<file path="src/astf_regs.svh">
// Purpose: constants of the serial transmit framing block
// Assumes: included by its bare name
// Notes: phase and sample counts are in 16x oversample ticks, frame lengths in bits
// Operation
// Full duplex NRZ on separate pins
// Independent transmit and receive baud rates
// Word length eight or nine bits
// Idle, start, data LSB first, stop
// Start bit low, stop bit high
// Enabled idle transmitter holds line high
// Both disabled releases output pin
// Idle character is full frame of ones
// Break zeros, then one extra mark bit
// Ninth bit taken from ninth-bit control
// Enable sends idle frame before data
// Empty flag cleared by status, write
// Empty flag set when holding moves on
// Empty flag interrupt when enabled, unmasked
// Busy write fills holding, moves at end
// Idle write loads shifter, sets empty
// Complete flag after stop or break
// Complete flag cleared like empty flag
// Receiver oversamples input against noise
// Five interrupt sources with own flags
// Overrun, noise, framing, parity error flags
// Separate transmitter and receiver enables
// Mute with address or idle wake-up
// Break frames repeat while break set
// Rate is clock over 16, prescale, divider
// Enable toggle inserts idle, loses holding
// Full flag cleared by status, read
// Reset: disabled, empty and complete set
`ifndef ASTF_REGS_SVH
`define ASTF_REGS_SVH
`define ASTF_PR_1 11'h001
`define ASTF_PR_3 11'h003
`define ASTF_PR_4 11'h004
`define ASTF_PR_13 11'h00D
`define ASTF_PH_LAST 4'hF
`define ASTF_SMP_A 4'h7
`define ASTF_SMP_B 4'h8
`define ASTF_SMP_C 4'h9
`define ASTF_BITS_8 4'hA
`define ASTF_BITS_9 4'hB
`define ASTF_RST_TX_BUFFER_EMPTY_FLAG 1'h1
`define ASTF_RST_TC 1'h1
`endif

</file>
<file path="src/astf_pkg.sv">
// Purpose: types of the serial transmit framing block
// Assumes: nothing
// Notes: none
package astf_pkg;
   typedef enum {TX_OFF, TX_IDLE, TX_FRAME} astf_tx_state_t;
   typedef enum {RX_OFF, RX_HUNT, RX_START, RX_DATA, RX_STOP}
      astf_rx_state_t;
   typedef enum {FR_DATA, FR_IDLE, FR_BREAK, FR_MARK} astf_frame_t;
endpackage

</file>
<file path="src/astf_baud_if.sv">
// Purpose: rate selection and tick between top and divider
// Assumes: one clock
// Notes: none
`timescale 1ns/1ns
interface astf_baud_if;
   logic [1:0] presc;
   logic [2:0] rate;
   logic tick;
   modport ctrl (output presc, output rate, input tick);
   modport gen (input presc, input rate, output tick);
endinterface

</file>
<file path="src/astf_baud.sv">
// Purpose: 16x oversample tick from prescaler and divider
// Assumes: selections stable while the link is enabled
// Notes: tick is one clock wide, but stays high on every clock at prescale 1 and rate 0
`timescale 1ns/1ns
`include "astf_regs.svh"
module astf_baud (
   // Clock and reset
   input logic clk,
   input logic sys_rst,
   // Rate selection and tick
   astf_baud_if.gen bd
);
   import astf_pkg::*;
   logic [10:0] cnt_r;
   logic [10:0] cnt_nxt;
   logic [10:0] pr;
   logic [10:0] limit;
   logic tick_r;
   logic tick_nxt;

   // prescale times power-of-two divider
   always_comb begin
      case (bd.presc)
         2'h0: pr = `ASTF_PR_1;
         2'h1: pr = `ASTF_PR_3;
         2'h2: pr = `ASTF_PR_4;
         default: pr = `ASTF_PR_13;
      endcase
      limit = 11'((pr << bd.rate) - 11'h001);
      tick_nxt = 1'h0;
      cnt_nxt = 11'(cnt_r + 11'h001);
      if (cnt_r >= limit) begin
         cnt_nxt = 11'h000;
         tick_nxt = 1'h1;
      end
   end

   always_ff @(posedge clk) begin
      if (sys_rst) begin
         cnt_r <= 11'h000;
         tick_r <= 1'h0;
      end else begin
         cnt_r <= cnt_nxt;
         tick_r <= tick_nxt;
      end
   end

   assign bd.tick = tick_r;
endmodule

</file>
<file path="src/astf_top.sv">
// Purpose: asynchronous serial transmitter, receiver and flags
// Assumes: control bits and access strobes come from clk logic
// Notes: only the serial input pin is synchronised
`timescale 1ns/1ns
`include "astf_regs.svh"
module astf_top (
   // Clock and reset
   input logic clk,
   input logic sys_rst,
   // Configuration
   input logic tx_enable,
   input logic rx_enable,
   input logic word_len_nine,
   input logic parity_en,
   input logic parity_odd,
   input logic tx_ninth_bit,
   input logic send_break_ctrl,
   input logic rx_wake_addr,
   input logic rx_mute_set,
   input logic [1:0] baud_prescale_sel,
   input logic [2:0] tx_rate_sel,
   input logic [2:0] rx_rate_sel,
   // Interrupt control
   input logic tx_empty_irq_en,
   input logic tx_complete_irq_en,
   input logic rx_full_irq_en,
   input logic idle_irq_en,
   input logic cpu_irq_mask,
   // CPU accesses
   input logic status_access,
   input logic data_write,
   input logic data_read,
   input logic [7:0] data_wdata,
   // Serial pins
   input logic serial_in_pin,
   output logic serial_out,
   output logic serial_out_oe,
   // Status
   output logic tx_buffer_empty_flag,
   output logic tx_complete_flag,
   output logic rx_full_flag,
   output logic idle_flag,
   output logic overrun_flag,
   output logic noise_flag,
   output logic framing_flag,
   output logic parity_flag,
   output logic rx_mute,
   output logic irq,
   output logic [7:0] rx_data,
   output logic rx_ninth_bit
);
   import astf_pkg::*;

   // ****************************************
   // Baud generators
   // ****************************************
   astf_baud_if tx_bd ();
   astf_baud_if rx_bd ();
   // separate dividers per direction
   assign tx_bd.presc = baud_prescale_sel;
   assign tx_bd.rate = tx_rate_sel;
   assign rx_bd.presc = baud_prescale_sel;
   assign rx_bd.rate = rx_rate_sel;
   astf_baud u_tx_baud (.clk(clk), .sys_rst(sys_rst), .bd(tx_bd));
   astf_baud u_rx_baud (.clk(clk), .sys_rst(sys_rst), .bd(rx_bd));

   function automatic logic [10:0] astf_build(input logic [8:0] d,
      input logic nine, input logic pe, input logic po);
      logic [8:0] w;
      begin
         w = d;
         if (pe && nine)
            w[8] = (^d[7:0]) ^ po;
         if (pe && !nine)
            w[7] = (^d[6:0]) ^ po;
         // start, data LSB first, stop
         if (nine)
            astf_build = {1'h1, w, 1'h0};
         else
            astf_build = {2'h3, w[7:0], 1'h0};
      end
   endfunction

   // ****************************************
   // Transmitter
   // ****************************************
   astf_tx_state_t tx_st_r, tx_st_nxt;
   astf_frame_t kind_r, kind_nxt;
   logic [10:0] sh_r, sh_nxt;
   logic [3:0] nb_r, nb_nxt;
   logic [3:0] ph_r, ph_nxt;
   logic [8:0] hold_r, hold_nxt;
   logic hold_full_r, hold_full_nxt;
   logic idle_pend_r, idle_pend_nxt;
   logic brk_r, brk_nxt;
   logic te_q_r;
   logic out_r, out_nxt;
   logic oe_r, oe_nxt;
   logic [3:0] fbits;
   logic te_rise, te_fall, frame_end, ready;
   logic tx_buffer_empty_flag_set, tc_set, load_data;

   always_comb begin
      tx_st_nxt = tx_st_r;
      kind_nxt = kind_r;
      sh_nxt = sh_r;
      nb_nxt = nb_r;
      ph_nxt = ph_r;
      hold_nxt = hold_r;
      hold_full_nxt = hold_full_r;
      idle_pend_nxt = idle_pend_r;
      brk_nxt = brk_r;
      tx_buffer_empty_flag_set = 1'h0;
      tc_set = 1'h0;
      load_data = 1'h0;
      // frame length from word length
      fbits = word_len_nine ? `ASTF_BITS_9 : `ASTF_BITS_8;
      te_rise = tx_enable && !te_q_r;
      te_fall = !tx_enable && te_q_r;
      frame_end = tx_st_r == TX_FRAME && tx_bd.tick &&
         ph_r == `ASTF_PH_LAST && nb_r == 4'h1;
      ready = tx_st_r == TX_IDLE || frame_end;
      if (tx_st_r == TX_FRAME && tx_bd.tick) begin
         ph_nxt = 4'(ph_r + 4'h1);
         if (ph_r == `ASTF_PH_LAST) begin
            sh_nxt = {1'h1, sh_r[10:1]};
            nb_nxt = 4'(nb_r - 4'h1);
         end
      end
      // enable edge queues an idle frame
      if (te_rise)
         idle_pend_nxt = 1'h1;
      // write lands in the holding buffer
      // ninth bit captured with the data
      if (data_write) begin
         hold_nxt = {tx_ninth_bit, data_wdata};
         hold_full_nxt = 1'h1;
      end
      // enable drop loses holding data
      if (te_fall)
         hold_full_nxt = 1'h0;
      // complete after data or break frame
      if (frame_end && (kind_r == FR_DATA || kind_r == FR_BREAK))
         tc_set = 1'h1;
      if (tx_st_r == TX_OFF) begin
         if (tx_enable)
            tx_st_nxt = TX_IDLE;
      end else if (ready) begin
         ph_nxt = 4'h0;
         nb_nxt = fbits;
         tx_st_nxt = TX_FRAME;
         if (!tx_enable) begin
            tx_st_nxt = TX_OFF;
         end else if (idle_pend_r || te_rise) begin
            // idle frame is all ones
            kind_nxt = FR_IDLE;
            sh_nxt = 11'h7FF;
            idle_pend_nxt = 1'h0;
         end else if (send_break_ctrl) begin
            // break frames repeat while set
            kind_nxt = FR_BREAK;
            sh_nxt = 11'h000;
            brk_nxt = 1'h1;
         end else if (brk_r) begin
            // one mark bit after the break
            kind_nxt = FR_MARK;
            sh_nxt = 11'h7FF;
            nb_nxt = 4'h1;
            brk_nxt = 1'h0;
         end else if (hold_full_nxt) begin
            // holding moves on, empty set
            kind_nxt = FR_DATA;
            sh_nxt = astf_build(hold_nxt, word_len_nine, parity_en,
               parity_odd);
            hold_full_nxt = 1'h0;
            tx_buffer_empty_flag_set = 1'h1;
            load_data = 1'h1;
         end else begin
            tx_st_nxt = TX_IDLE;
         end
      end
      // release only when both are disabled
      oe_nxt = tx_st_nxt != TX_OFF || rx_enable;
      // shifter drives, otherwise high
      out_nxt = tx_st_nxt == TX_FRAME ? sh_nxt[0] : 1'h1;
   end

   always_ff @(posedge clk) begin
      if (sys_rst) begin
         tx_st_r <= TX_OFF;
         kind_r <= FR_IDLE;
         sh_r <= 11'h7FF;
         nb_r <= 4'h0;
         ph_r <= 4'h0;
         hold_r <= 9'h000;
         hold_full_r <= 1'h0;
         idle_pend_r <= 1'h0;
         brk_r <= 1'h0;
         te_q_r <= 1'h0;
         out_r <= 1'h1;
         oe_r <= 1'h0;
      end else begin
         tx_st_r <= tx_st_nxt;
         kind_r <= kind_nxt;
         sh_r <= sh_nxt;
         nb_r <= nb_nxt;
         ph_r <= ph_nxt;
         hold_r <= hold_nxt;
         hold_full_r <= hold_full_nxt;
         idle_pend_r <= idle_pend_nxt;
         brk_r <= brk_nxt;
         te_q_r <= tx_enable;
         out_r <= out_nxt;
         oe_r <= oe_nxt;
      end
   end

   // ****************************************
   // Receiver
   // ****************************************
   astf_rx_state_t rx_st_r, rx_st_nxt;
   logic rin_m_r, rin_s_r;
   logic [3:0] rph_r, rph_nxt;
   logic [3:0] rb_r, rb_nxt;
   logic [2:0] smp_r, smp_nxt;
   logic [8:0] rsh_r, rsh_nxt;
   logic [8:0] rdat_r, rdat_nxt;
   logic [7:0] ict_r, ict_nxt;
   logic noisy_r, noisy_nxt;
   logic iarm_r, iarm_nxt;
   logic mute_r, mute_nxt;
   logic rx_full_flag_r;
   logic rbit, rnoise, rdone, idle_ev;
   logic [8:0] word;
   logic rx_full_flag_set, or_set, idle_set, nf_set, fe_set, pe_set;

   always_comb begin
      rx_st_nxt = rx_st_r;
      rph_nxt = rph_r;
      rb_nxt = rb_r;
      smp_nxt = smp_r;
      rsh_nxt = rsh_r;
      rdat_nxt = rdat_r;
      ict_nxt = ict_r;
      noisy_nxt = noisy_r;
      iarm_nxt = iarm_r;
      mute_nxt = mute_r;
      rx_full_flag_set = 1'h0;
      or_set = 1'h0;
      idle_set = 1'h0;
      nf_set = 1'h0;
      fe_set = 1'h0;
      pe_set = 1'h0;
      rdone = 1'h0;
      idle_ev = 1'h0;
      // majority of three mid-bit samples
      rbit = (smp_r[0] & smp_r[1]) | (smp_r[0] & smp_r[2]) |
         (smp_r[1] & smp_r[2]);
      rnoise = smp_r != 3'h0 && smp_r != 3'h7;
      word = word_len_nine ? rsh_r : {1'h0, rsh_r[8:1]};
      if (rx_mute_set)
         mute_nxt = 1'h1;
      if (rx_st_r != RX_OFF && rx_st_r != RX_HUNT && rx_bd.tick) begin
         rph_nxt = 4'(rph_r + 4'h1);
         if (rph_r == `ASTF_SMP_A)
            smp_nxt[0] = rin_s_r;
         if (rph_r == `ASTF_SMP_B)
            smp_nxt[1] = rin_s_r;
         if (rph_r == `ASTF_SMP_C)
            smp_nxt[2] = rin_s_r;
      end
      case (rx_st_r)
         RX_OFF: begin
            if (rx_enable) begin
               rx_st_nxt = RX_HUNT;
               iarm_nxt = 1'h0;
               ict_nxt = 8'h00;
            end
         end
         RX_HUNT: begin
            if (rx_bd.tick && !rin_s_r) begin
               rx_st_nxt = RX_START;
               rph_nxt = 4'h1;
               noisy_nxt = 1'h0;
               ict_nxt = 8'h00;
            end else if (rx_bd.tick && iarm_r) begin
               ict_nxt = 8'(ict_r + 8'h01);
               if (ict_r == {fbits, 4'h0}) begin
                  idle_ev = 1'h1;
                  iarm_nxt = 1'h0;
               end
            end
         end
         RX_START: begin
            if (rx_bd.tick && rph_r == `ASTF_PH_LAST) begin
               rx_st_nxt = rbit ? RX_HUNT : RX_DATA;
               rb_nxt = 4'h0;
               noisy_nxt = rnoise;
            end
         end
         RX_DATA: begin
            if (rx_bd.tick && rph_r == `ASTF_PH_LAST) begin
               rsh_nxt = {rbit, rsh_r[8:1]};
               noisy_nxt = noisy_r | rnoise;
               rb_nxt = 4'(rb_r + 4'h1);
               if (rb_r == 4'(fbits - 4'h3))
                  rx_st_nxt = RX_STOP;
            end
         end
         RX_STOP: begin
            if (rx_bd.tick && rph_r == `ASTF_PH_LAST) begin
               rdone = 1'h1;
               rx_st_nxt = RX_HUNT;
               iarm_nxt = 1'h1;
               ict_nxt = 8'h00;
            end
         end
         default: rx_st_nxt = RX_OFF;
      endcase
      // address mark wakes and is received
      if (rdone && mute_r && rx_wake_addr &&
         (word_len_nine ? word[8] : word[7]))
         mute_nxt = 1'h0;
      // overrun keeps the old data
      if (rdone && (!mute_r || !mute_nxt)) begin
         if (rx_full_flag_r) begin
            or_set = 1'h1;
         end else begin
            rdat_nxt = word;
            rx_full_flag_set = 1'h1;
            nf_set = noisy_r | rnoise;
            fe_set = !rbit;
            pe_set = parity_en &&
               (((word_len_nine ? ^word : ^word[7:0])) ^ parity_odd);
         end
      end
      // idle wake clears mute without flag
      if (idle_ev) begin
         if (!mute_r)
            idle_set = 1'h1;
         else if (!rx_wake_addr)
            mute_nxt = 1'h0;
      end
      // receiver has its own enable
      if (!rx_enable)
         rx_st_nxt = RX_OFF;
   end

   always_ff @(posedge clk) begin
      if (sys_rst) begin
         rx_st_r <= RX_OFF;
         rin_m_r <= 1'h1;
         rin_s_r <= 1'h1;
         rph_r <= 4'h0;
         rb_r <= 4'h0;
         smp_r <= 3'h7;
         rsh_r <= 9'h000;
         rdat_r <= 9'h000;
         ict_r <= 8'h00;
         noisy_r <= 1'h0;
         iarm_r <= 1'h0;
         mute_r <= 1'h0;
      end else begin
         rx_st_r <= rx_st_nxt;
         rin_m_r <= serial_in_pin;
         rin_s_r <= rin_m_r;
         rph_r <= rph_nxt;
         rb_r <= rb_nxt;
         smp_r <= smp_nxt;
         rsh_r <= rsh_nxt;
         rdat_r <= rdat_nxt;
         ict_r <= ict_nxt;
         noisy_r <= noisy_nxt;
         iarm_r <= iarm_nxt;
         mute_r <= mute_nxt;
      end
   end

   // ****************************************
   // Flags and interrupt
   // ****************************************
   logic armed_r, armed_nxt;
   logic tx_buffer_empty_flag_r, tx_buffer_empty_flag_nxt, tc_r, tc_nxt;
   logic rx_full_flag_nxt;
   logic [4:0] err_r, err_nxt;
   logic irq_r, irq_nxt;
   logic clr_tx, clr_rx;

   always_comb begin
      armed_nxt = armed_r;
      if (data_write || data_read)
         armed_nxt = 1'h0;
      if (status_access)
         armed_nxt = 1'h1;
      // status access, then data write
      clr_tx = armed_r && data_write;
      clr_rx = armed_r && data_read;
      tx_buffer_empty_flag_nxt = tx_buffer_empty_flag_set || (tx_buffer_empty_flag_r && !clr_tx);
      tc_nxt = tc_set || (tc_r && !clr_tx);
      // status access, then data read
      rx_full_flag_nxt = rx_full_flag_set || (rx_full_flag_r && !clr_rx);
      err_nxt = {idle_set, or_set, nf_set, fe_set, pe_set} |
         (err_r & {5{!clr_rx}});
      // five sources, global mask
      irq_nxt = !cpu_irq_mask && ((tx_buffer_empty_flag_r && tx_empty_irq_en) ||
         (tc_r && tx_complete_irq_en) ||
         ((rx_full_flag_r || err_r[3]) && rx_full_irq_en) ||
         (err_r[4] && idle_irq_en));
   end

   always_ff @(posedge clk) begin
      if (sys_rst) begin
         // empty and complete set after reset
         armed_r <= 1'h0;
         tx_buffer_empty_flag_r <= `ASTF_RST_TX_BUFFER_EMPTY_FLAG;
         tc_r <= `ASTF_RST_TC;
         rx_full_flag_r <= 1'h0;
         err_r <= 5'h00;
         irq_r <= 1'h0;
      end else begin
         armed_r <= armed_nxt;
         tx_buffer_empty_flag_r <= tx_buffer_empty_flag_nxt;
         tc_r <= tc_nxt;
         rx_full_flag_r <= rx_full_flag_nxt;
         err_r <= err_nxt;
         irq_r <= irq_nxt;
      end
   end

   // both directions run concurrently
   assign serial_out = out_r;
   assign serial_out_oe = oe_r;
   assign tx_buffer_empty_flag = tx_buffer_empty_flag_r;
   assign tx_complete_flag = tc_r;
   assign rx_full_flag = rx_full_flag_r;
   assign idle_flag = err_r[4];
   assign overrun_flag = err_r[3];
   assign noise_flag = err_r[2];
   assign framing_flag = err_r[1];
   assign parity_flag = err_r[0];
   assign rx_mute = mute_r;
   assign irq = irq_r;
   assign rx_data = rdat_r[7:0];
   assign rx_ninth_bit = rdat_r[8];
endmodule

</file>
<file path="config.mk">
export PLATFORM = sky130hd
export DESIGN_NAME = astf_top
export DESIGN_NICKNAME = d
export VERILOG_FILES = /design/src/astf_pkg.sv /design/src/astf_baud_if.sv /design/src/astf_baud.sv /design/src/astf_top.sv
export VERILOG_INCLUDE_DIRS = /design/src
export SDC_FILE = /design/constraint.sdc
export NUM_CORES = 1
export LEC_CHECK = 0
export BUFFER_PORTS_ARGS = -buffer_cell sky130_fd_sc_hd__buf_2
export CAP_MARGIN = 10
export CORE_ASPECT_RATIO = 1.25
export CORE_MARGIN = 2
export CORE_UTILIZATION = 55
export CTS_CLUSTER_SIZE = 30
export DETAILED_ROUTE_END_ITERATION = 12
export GPL_TIMING_DRIVEN = 0
export PLACE_DENSITY = 0.77
export SLEW_MARGIN = 20
export SYNTH_ARGS = -nofsm -noshare
export SYNTH_HDL_FRONTEND = slang
export SYNTH_SLANG_ARGS = --single-unit
</file>
<file path="constraint.sdc">
create_clock -name clk -period 7.5 [get_ports clk]
set_clock_uncertainty 0.1 [all_clocks]
set_input_delay 1.125 -clock clk [delete_from_list [all_inputs] [get_ports clk]]
set_output_delay 1.125 -clock clk [all_outputs]
set_load 0.02 [all_outputs]
</file>
Yosys cells after proc, flatten, opt, wreduce, memory -nomap -nowiden:

Cells that the tools add are included.

* add/subtract/negate cells: 10
* order comparisons: 2
* eq/ne operators: 30
* shift-type cells: 2
* mux-type cells: 118
* bitwise operators: 16
* reductions and logical operators: 84

Operators by type and width (count)
* 32-bit 2-to-1 mux: 12
* 32-bit one-hot mux with 5 select lines: 1
* 32-bit by 3-bit == test with 1-bit output (second input constant): 4
* 11-bit 2-to-1 mux: 9
* 32-bit by 2-bit == test with 1-bit output (second input constant): 3
* 32-bit zero test: 3
* 4-bit 2-to-1 mux: 16
* 32-bit nonzero test: 2
* 1-bit 2-to-1 mux: 62
* 32-bit by 1-bit == test with 1-bit output (second input constant): 1
* 8-bit 2-to-1 mux: 4
* 32-bit by 2-bit != test with 1-bit output (second input constant): 1
* 1-bit logical AND: 29
* 8-bit one-hot mux with 3 select lines: 1
* 11-bit by 1-bit adder with 11-bit output (second input constant): 2
* 11-bit greater-or-equal comparator: 2
* 11-bit by 1-bit subtractor with 11-bit output (second input constant): 2
* 9-bit 2-to-1 mux: 2
* 2-bit != test (second input constant): 9
* 4-bit == test (second input constant): 4
* 4-bit AND reduction: 4
* 8-bit XOR reduction: 2
* 1-bit logical OR: 13
* 4-bit by 1-bit adder with 4-bit output (second input constant): 3
* other kinds (35): 71

* register bits: 206
* input port bits: 36
* output and inout port bits: 21
* word-level logic and storage cells: 298

Depth between registers and ports, before layout:

* word-level depth: 13
* depth in mapped cells: 21
* depth with buffers taken out: 16

Hierarchy:

A second synthesis with hierarchy kept.

* cell total of the unflattened synthesis: 887
* area, all modules: 7762.4 µm²

By module, submodules not included
* astf_top: instances 1, cells an instance 590, area an instance 5403.9 µm², sequential area each 2442.3 µm²
* astf_baud at u_tx_baud: instances 1, cells an instance 149, area an instance 1179.9 µm², sequential area each 240.2 µm²
* astf_baud at u_rx_baud: instances 1, cells an instance 148, area an instance 1178.6 µm², sequential area each 240.2 µm²

Worst setup path before layout:

OpenSTA, ideal clock, no wires.

* path kind: in2reg
* from: in baud_prescale_sel[0]
* to: reg u_rx_baud.cnt_r[0]
* setup time: 0.115 ns
* arrival time: 4.424 ns
* data required time: 7.285 ns
* slack: 2.862 ns
* stages on the path: 21
* path buffers: 5
* path through: clkbuf_1 buf_1 clkbuf_1 nor2_1 o21ai_0 nand2_1 ha_1 clkbuf_1 nand2_1 a21oi_1 o32ai_1 nand2_1 o2111ai_1 o21ai_0 ha_1 o21a_1 o21a_1 o21ai_0 o21bai_1 buf_6 a2111oi_0

* word-level cells in the longest chain between the ends: 6
* elaborated cells between the ends (all ways): 8
* classes of those cells: 1 x add/sub; 1 x order compare; 2 x eq/ne; 1 x shift; 1 x mux; 2 x reduce/logical

Ends and longest elaborated chain
* from (decl): RTL line astf_top.sv:20 `input logic [1:0] baud_prescale_sel,`
* 2-bit == test (tied with other cells): RTL line astf_baud.sv:23 `case (bd.presc)`
* 4-bit one-hot mux with 3 select lines *: RTL line astf_baud.sv:23
* 4-bit by 3-bit << shifter with 11-bit output *: RTL line astf_baud.sv:29 `limit = 11'((pr << bd.rate) - 11'h001);`
* 11-bit by 1-bit subtractor with 11-bit output *: RTL line astf_baud.sv:29
* 11-bit greater-or-equal comparator *: RTL line astf_baud.sv:32 `if (cnt_r >= limit) begin`
* 2-bit OR reduction (no source line) *
* to (signal assigned): RTL line astf_baud.sv:43 `cnt_r <= cnt_nxt;`
* to (decl): RTL line astf_baud.sv:14 `logic [10:0] cnt_r;`

Mark *: on every way between the ends. The rest lies on a longest branch, timed or not.
A chain may end at the register's enable or synchronous reset.

Final worst setup path:

* from: in baud_prescale_sel[0]
* to: reg u_rx_baud.cnt_r[4]

Same word-level chain as after synthesis.

==> out/metrics.yaml <==
outcome: "completed"
start_util: 0.556
whs_path_depth: 1
arrival_ns: 5.08
drive_gt1_frac: 0.101
synth_cell_type_count: 71
final-max-slew-violation-count: 0
drtPass1Iterations: 5
gp_routability_congestion: 0.918
synth_edf_count: 0
syn_inst: 886
cp_max_fo: 10
grt_pass1_vias: 6028
worst_pin_slew_ns: 0.686
ioPinCount: 57
clk_pin_slew_ns: 0.06
core_area_sq_um: 13600
path_class: "input pin to flip-flop"
clockBufferDepth: 2
syn_to_final_growth_pct: 13.7
cts_tree: "done"
max_cap_violations: 0
die_area_sq_um: 14800
hp-class: "flip-flop to flip-flop"
post_cts_buffers: 0
relSlewSlack: 0.540
drt_first_iter_violations: 419
p_total_uw: 1820
synth-seq-cells: 146
wl_per_cell_um: 15.1
vias: 6544
multi_input_area_sq_um: 4340
antenna_left: 0
fillers: 1187
layout_common_cells: "146 x dfxtp_1, 89 x nor2_1, 81 x nand2_1"
drt_wl_total_um: 17300
p_per_area_nw_per_um2: 211
yosysWarnings: 0
hpwl_um: 12500
reg2reg_depth: 10
worst_slack_ns: 2.62
setup_tns_ns: 0
grt_pass1_wl_um: 28600
clock_latency_ns: 0.43
post_cts_resized: 0
async_flop_share: 0
final_common_cell: "dfxtp_1"
ys.flop_type: "dfxtp_1"
syn-cell-area_sq_um: 7590
worst_r2r_startpoint: "u_rx_baud.cnt_r[0]$_SDFF_PP0_"
std_cell_rows: 48
whs_endpoint: "rin_s_r$_SDFF_PP1_"
hold_viol: 0
hold_buffers: 0
syn_nets: 957
syn_avg_cell_area_sq_um: 8.56
grtUsageTotal: 0.243
rrSetupSlack_ns: 4.95
final_nets: 1025
grt_max_degree: 17
setup_viol: 0
critPathRequiredTime_ns: 7.70
ys_seq_area_frac: 0.385
max_freq_ghz: 0.205
die_w_um: 109
rsz0062_at_grt: "no"
io_buffer_count: 49
dieHeight_um: 135
pre_cts_ws_ns: 2.24
cts_root_buf: "clkbuf_16"
start_kind: "input pin"
final-seq-area_sq_um: 2920
gr-total-overflow: 0
htreeDepth: 4
reg2reg_to: "u_rx_baud.cnt_r[4]$_SDFF_PP0_"
p_leak_uw: 0.00352
antenna_found_initial: 1
period_needed_ns: 4.88
clock_sinks: 146
vias_per_cell: 5.73
endpoint_kind: "flip-flop"
cts_buffers: 17
period_share: 0.651
drc: 0
ir_worst_vdd_v: 0.000151
hp-start: "rin_m_r$_SDFF_PP1_"
-- through the flow --
step | instance area [sq um] | hold slack, ns | utilization | instances
after CTS | 8620 | 0.307 | 0.633 | 1142
after global placement | 8050 | 0.292 | 0.590 | 1110
after floorplan | 7590 | 0.289 | - | 886
final | 8630 | 0.307 | 0.633 | 1143
after detailed placement | 8050 | 0.293 | 0.590 | 1110
after global routing | 8620 | 0.332 | 0.633 | 1142
-- area by class of cell --
type                            count  share of cell area
Sequential cell                   146               0.339
Antenna cell                        1            0.000290
Buffer                             54              0.0263
Multi-Input combinational cell    661               0.503
Timing Repair Buffer               49              0.0284
Clock inverter                      9              0.0123
Inverter                           25              0.0109
Tap cell                          175              0.0254
Clock buffer                       23              0.0542
-- kinds of logic after synthesis --
| group | count (synthesis) | share of synthesized area |
|---|---|---|
| AOI/OAI and AO/OA | 180 | 0.159 |
| xor gates and xnor gates | 57 | 0.0678 |
| adders and majority gates | 35 | 0.0577 |
| buffers and inverters | 79 | 0.0422 |
| DFF | 146 | 0.385 |
| muxes | 43 | 0.0572 |
| and+or+nand+nor | 346 | 0.231 |
-- metal layers --
metal,up-vias,share of wire,global-route usage
met2,163,0.48,0.405
met5,-,0,0
li1,3315,-,-
met1,3041,0.46,0.299
met4,0,0.018,0.0855
met3,25,0.044,0.0654
-- worst max-delay path by stage --
stage	slack, ns	from	depth (start not counted)	to
5_1_grt	2.15	baud_prescale_sel[0]	20	u_rx_baud.cnt_r[2]$_SDFF_PP0_
3_3_place_gp	2.23	baud_prescale_sel[0]	21	u_rx_baud.cnt_r[0]$_SDFF_PP0_
4_1_cts	2.67	baud_prescale_sel[0]	21	u_rx_baud.cnt_r[1]$_SDFF_PP0_
3_5_place_dp	2.24	baud_prescale_sel[0]	21	u_rx_baud.cnt_r[5]$_SDFF_PP0_
2_1_floorplan	2.86	baud_prescale_sel[0]	21	u_rx_baud.cnt_r[0]$_SDFF_PP0_
6_report	2.62	baud_prescale_sel[0]	21	u_rx_baud.cnt_r[4]$_SDFF_PP0_
-- power by group --
group          internal (uW)  leakage [uW]  switching (uW)
logic                   74.9       0.00206             116
clock network            505      0.000273             319
registers                792       0.00118            13.6
-- worst max-delay path: stages --
cell and delay (ns):
clkbuf_1 0.30, buf_1 0.40, clkbuf_1 0.39, nor2_1 0.08, o21ai_0 0.16, nand2_1 0.08, ha_1 0.20, clkbuf_1 0.21
nor2_1 0.14, a21oi_1 0.05, o32ai_1 0.14, nand2_1 0.08, o2111ai_1 0.11, o21ai_0 0.12, ha_1 0.28, o21a_1 0.17
o21a_1 0.16, o21ai_0 0.20, o21bai_1 0.13, buf_6 0.15, a2111oi_0 0.40
-- synthesized netlist by cell type, types with 3 or more instances --
| master | instances | area share |
|---|---|---|
| dfxtp_1 | 146 | 0.39 |
| nor2_1 | 89 | 0.044 |
| nand2_1 | 81 | 0.040 |
| a21oi_1 | 46 | 0.030 |
| clkbuf_1 | 44 | 0.022 |
| and3_1 | 43 | 0.035 |
| mux2i_1 | 42 | 0.055 |
| o21ai_0 | 36 | 0.024 |
| ha_1 | 35 | 0.058 |
| xor2_1 | 31 | 0.036 |
| inv_1 | 24 | 0.012 |
| xnor2_1 | 24 | 0.028 |
| nand3_1 | 22 | 0.015 |
| nor3_1 | 20 | 0.013 |
| nand2b_1 | 18 | 0.015 |
| nand4_1 | 18 | 0.015 |
| a211oi_1 | 14 | 0.014 |
| a2111oi_0 | 12 | 0.014 |
| nor4_1 | 11 | 0.0091 |
| a21o_1 | 8 | 0.0079 |
| a22oi_1 | 8 | 0.0079 |
| nor2b_1 | 8 | 0.0066 |
| nor3b_1 | 7 | 0.0069 |
| and2_1 | 6 | 0.0049 |
| nand3b_1 | 5 | 0.0049 |
| o211ai_1 | 5 | 0.0049 |
| o22ai_1 | 5 | 0.0041 |
| a22o_1 | 4 | 0.0046 |
| a31oi_1 | 4 | 0.0033 |
| buf_2 | 4 | 0.0026 |
| o21a_1 | 4 | 0.0040 |
| o221ai_1 | 4 | 0.0046 |
| and4_1 | 3 | 0.0035 |
| buf_1 | 3 | 0.0015 |
| o21bai_1 | 3 | 0.0030 |
| or2_2 | 3 | 0.0025 |
-- flip-flops by register name, summed over array words and instances, names as in the netlist, 3 cells and up --
signal / cells
rb_r: 4
rdat_r: 9
ph_r: 4
hold_r: 9
smp_r: 3
u_tx_baud.cnt_r: 11
tx_st_r: 32
err_r: 5
nb_r: 4
ict_r: 8
sh_r: 11
rx_st_r: 3
u_rx_baud.cnt_r: 11
rsh_r: 9
rph_r: 4
No activity file was read; power rests on OpenSTA's default activity.
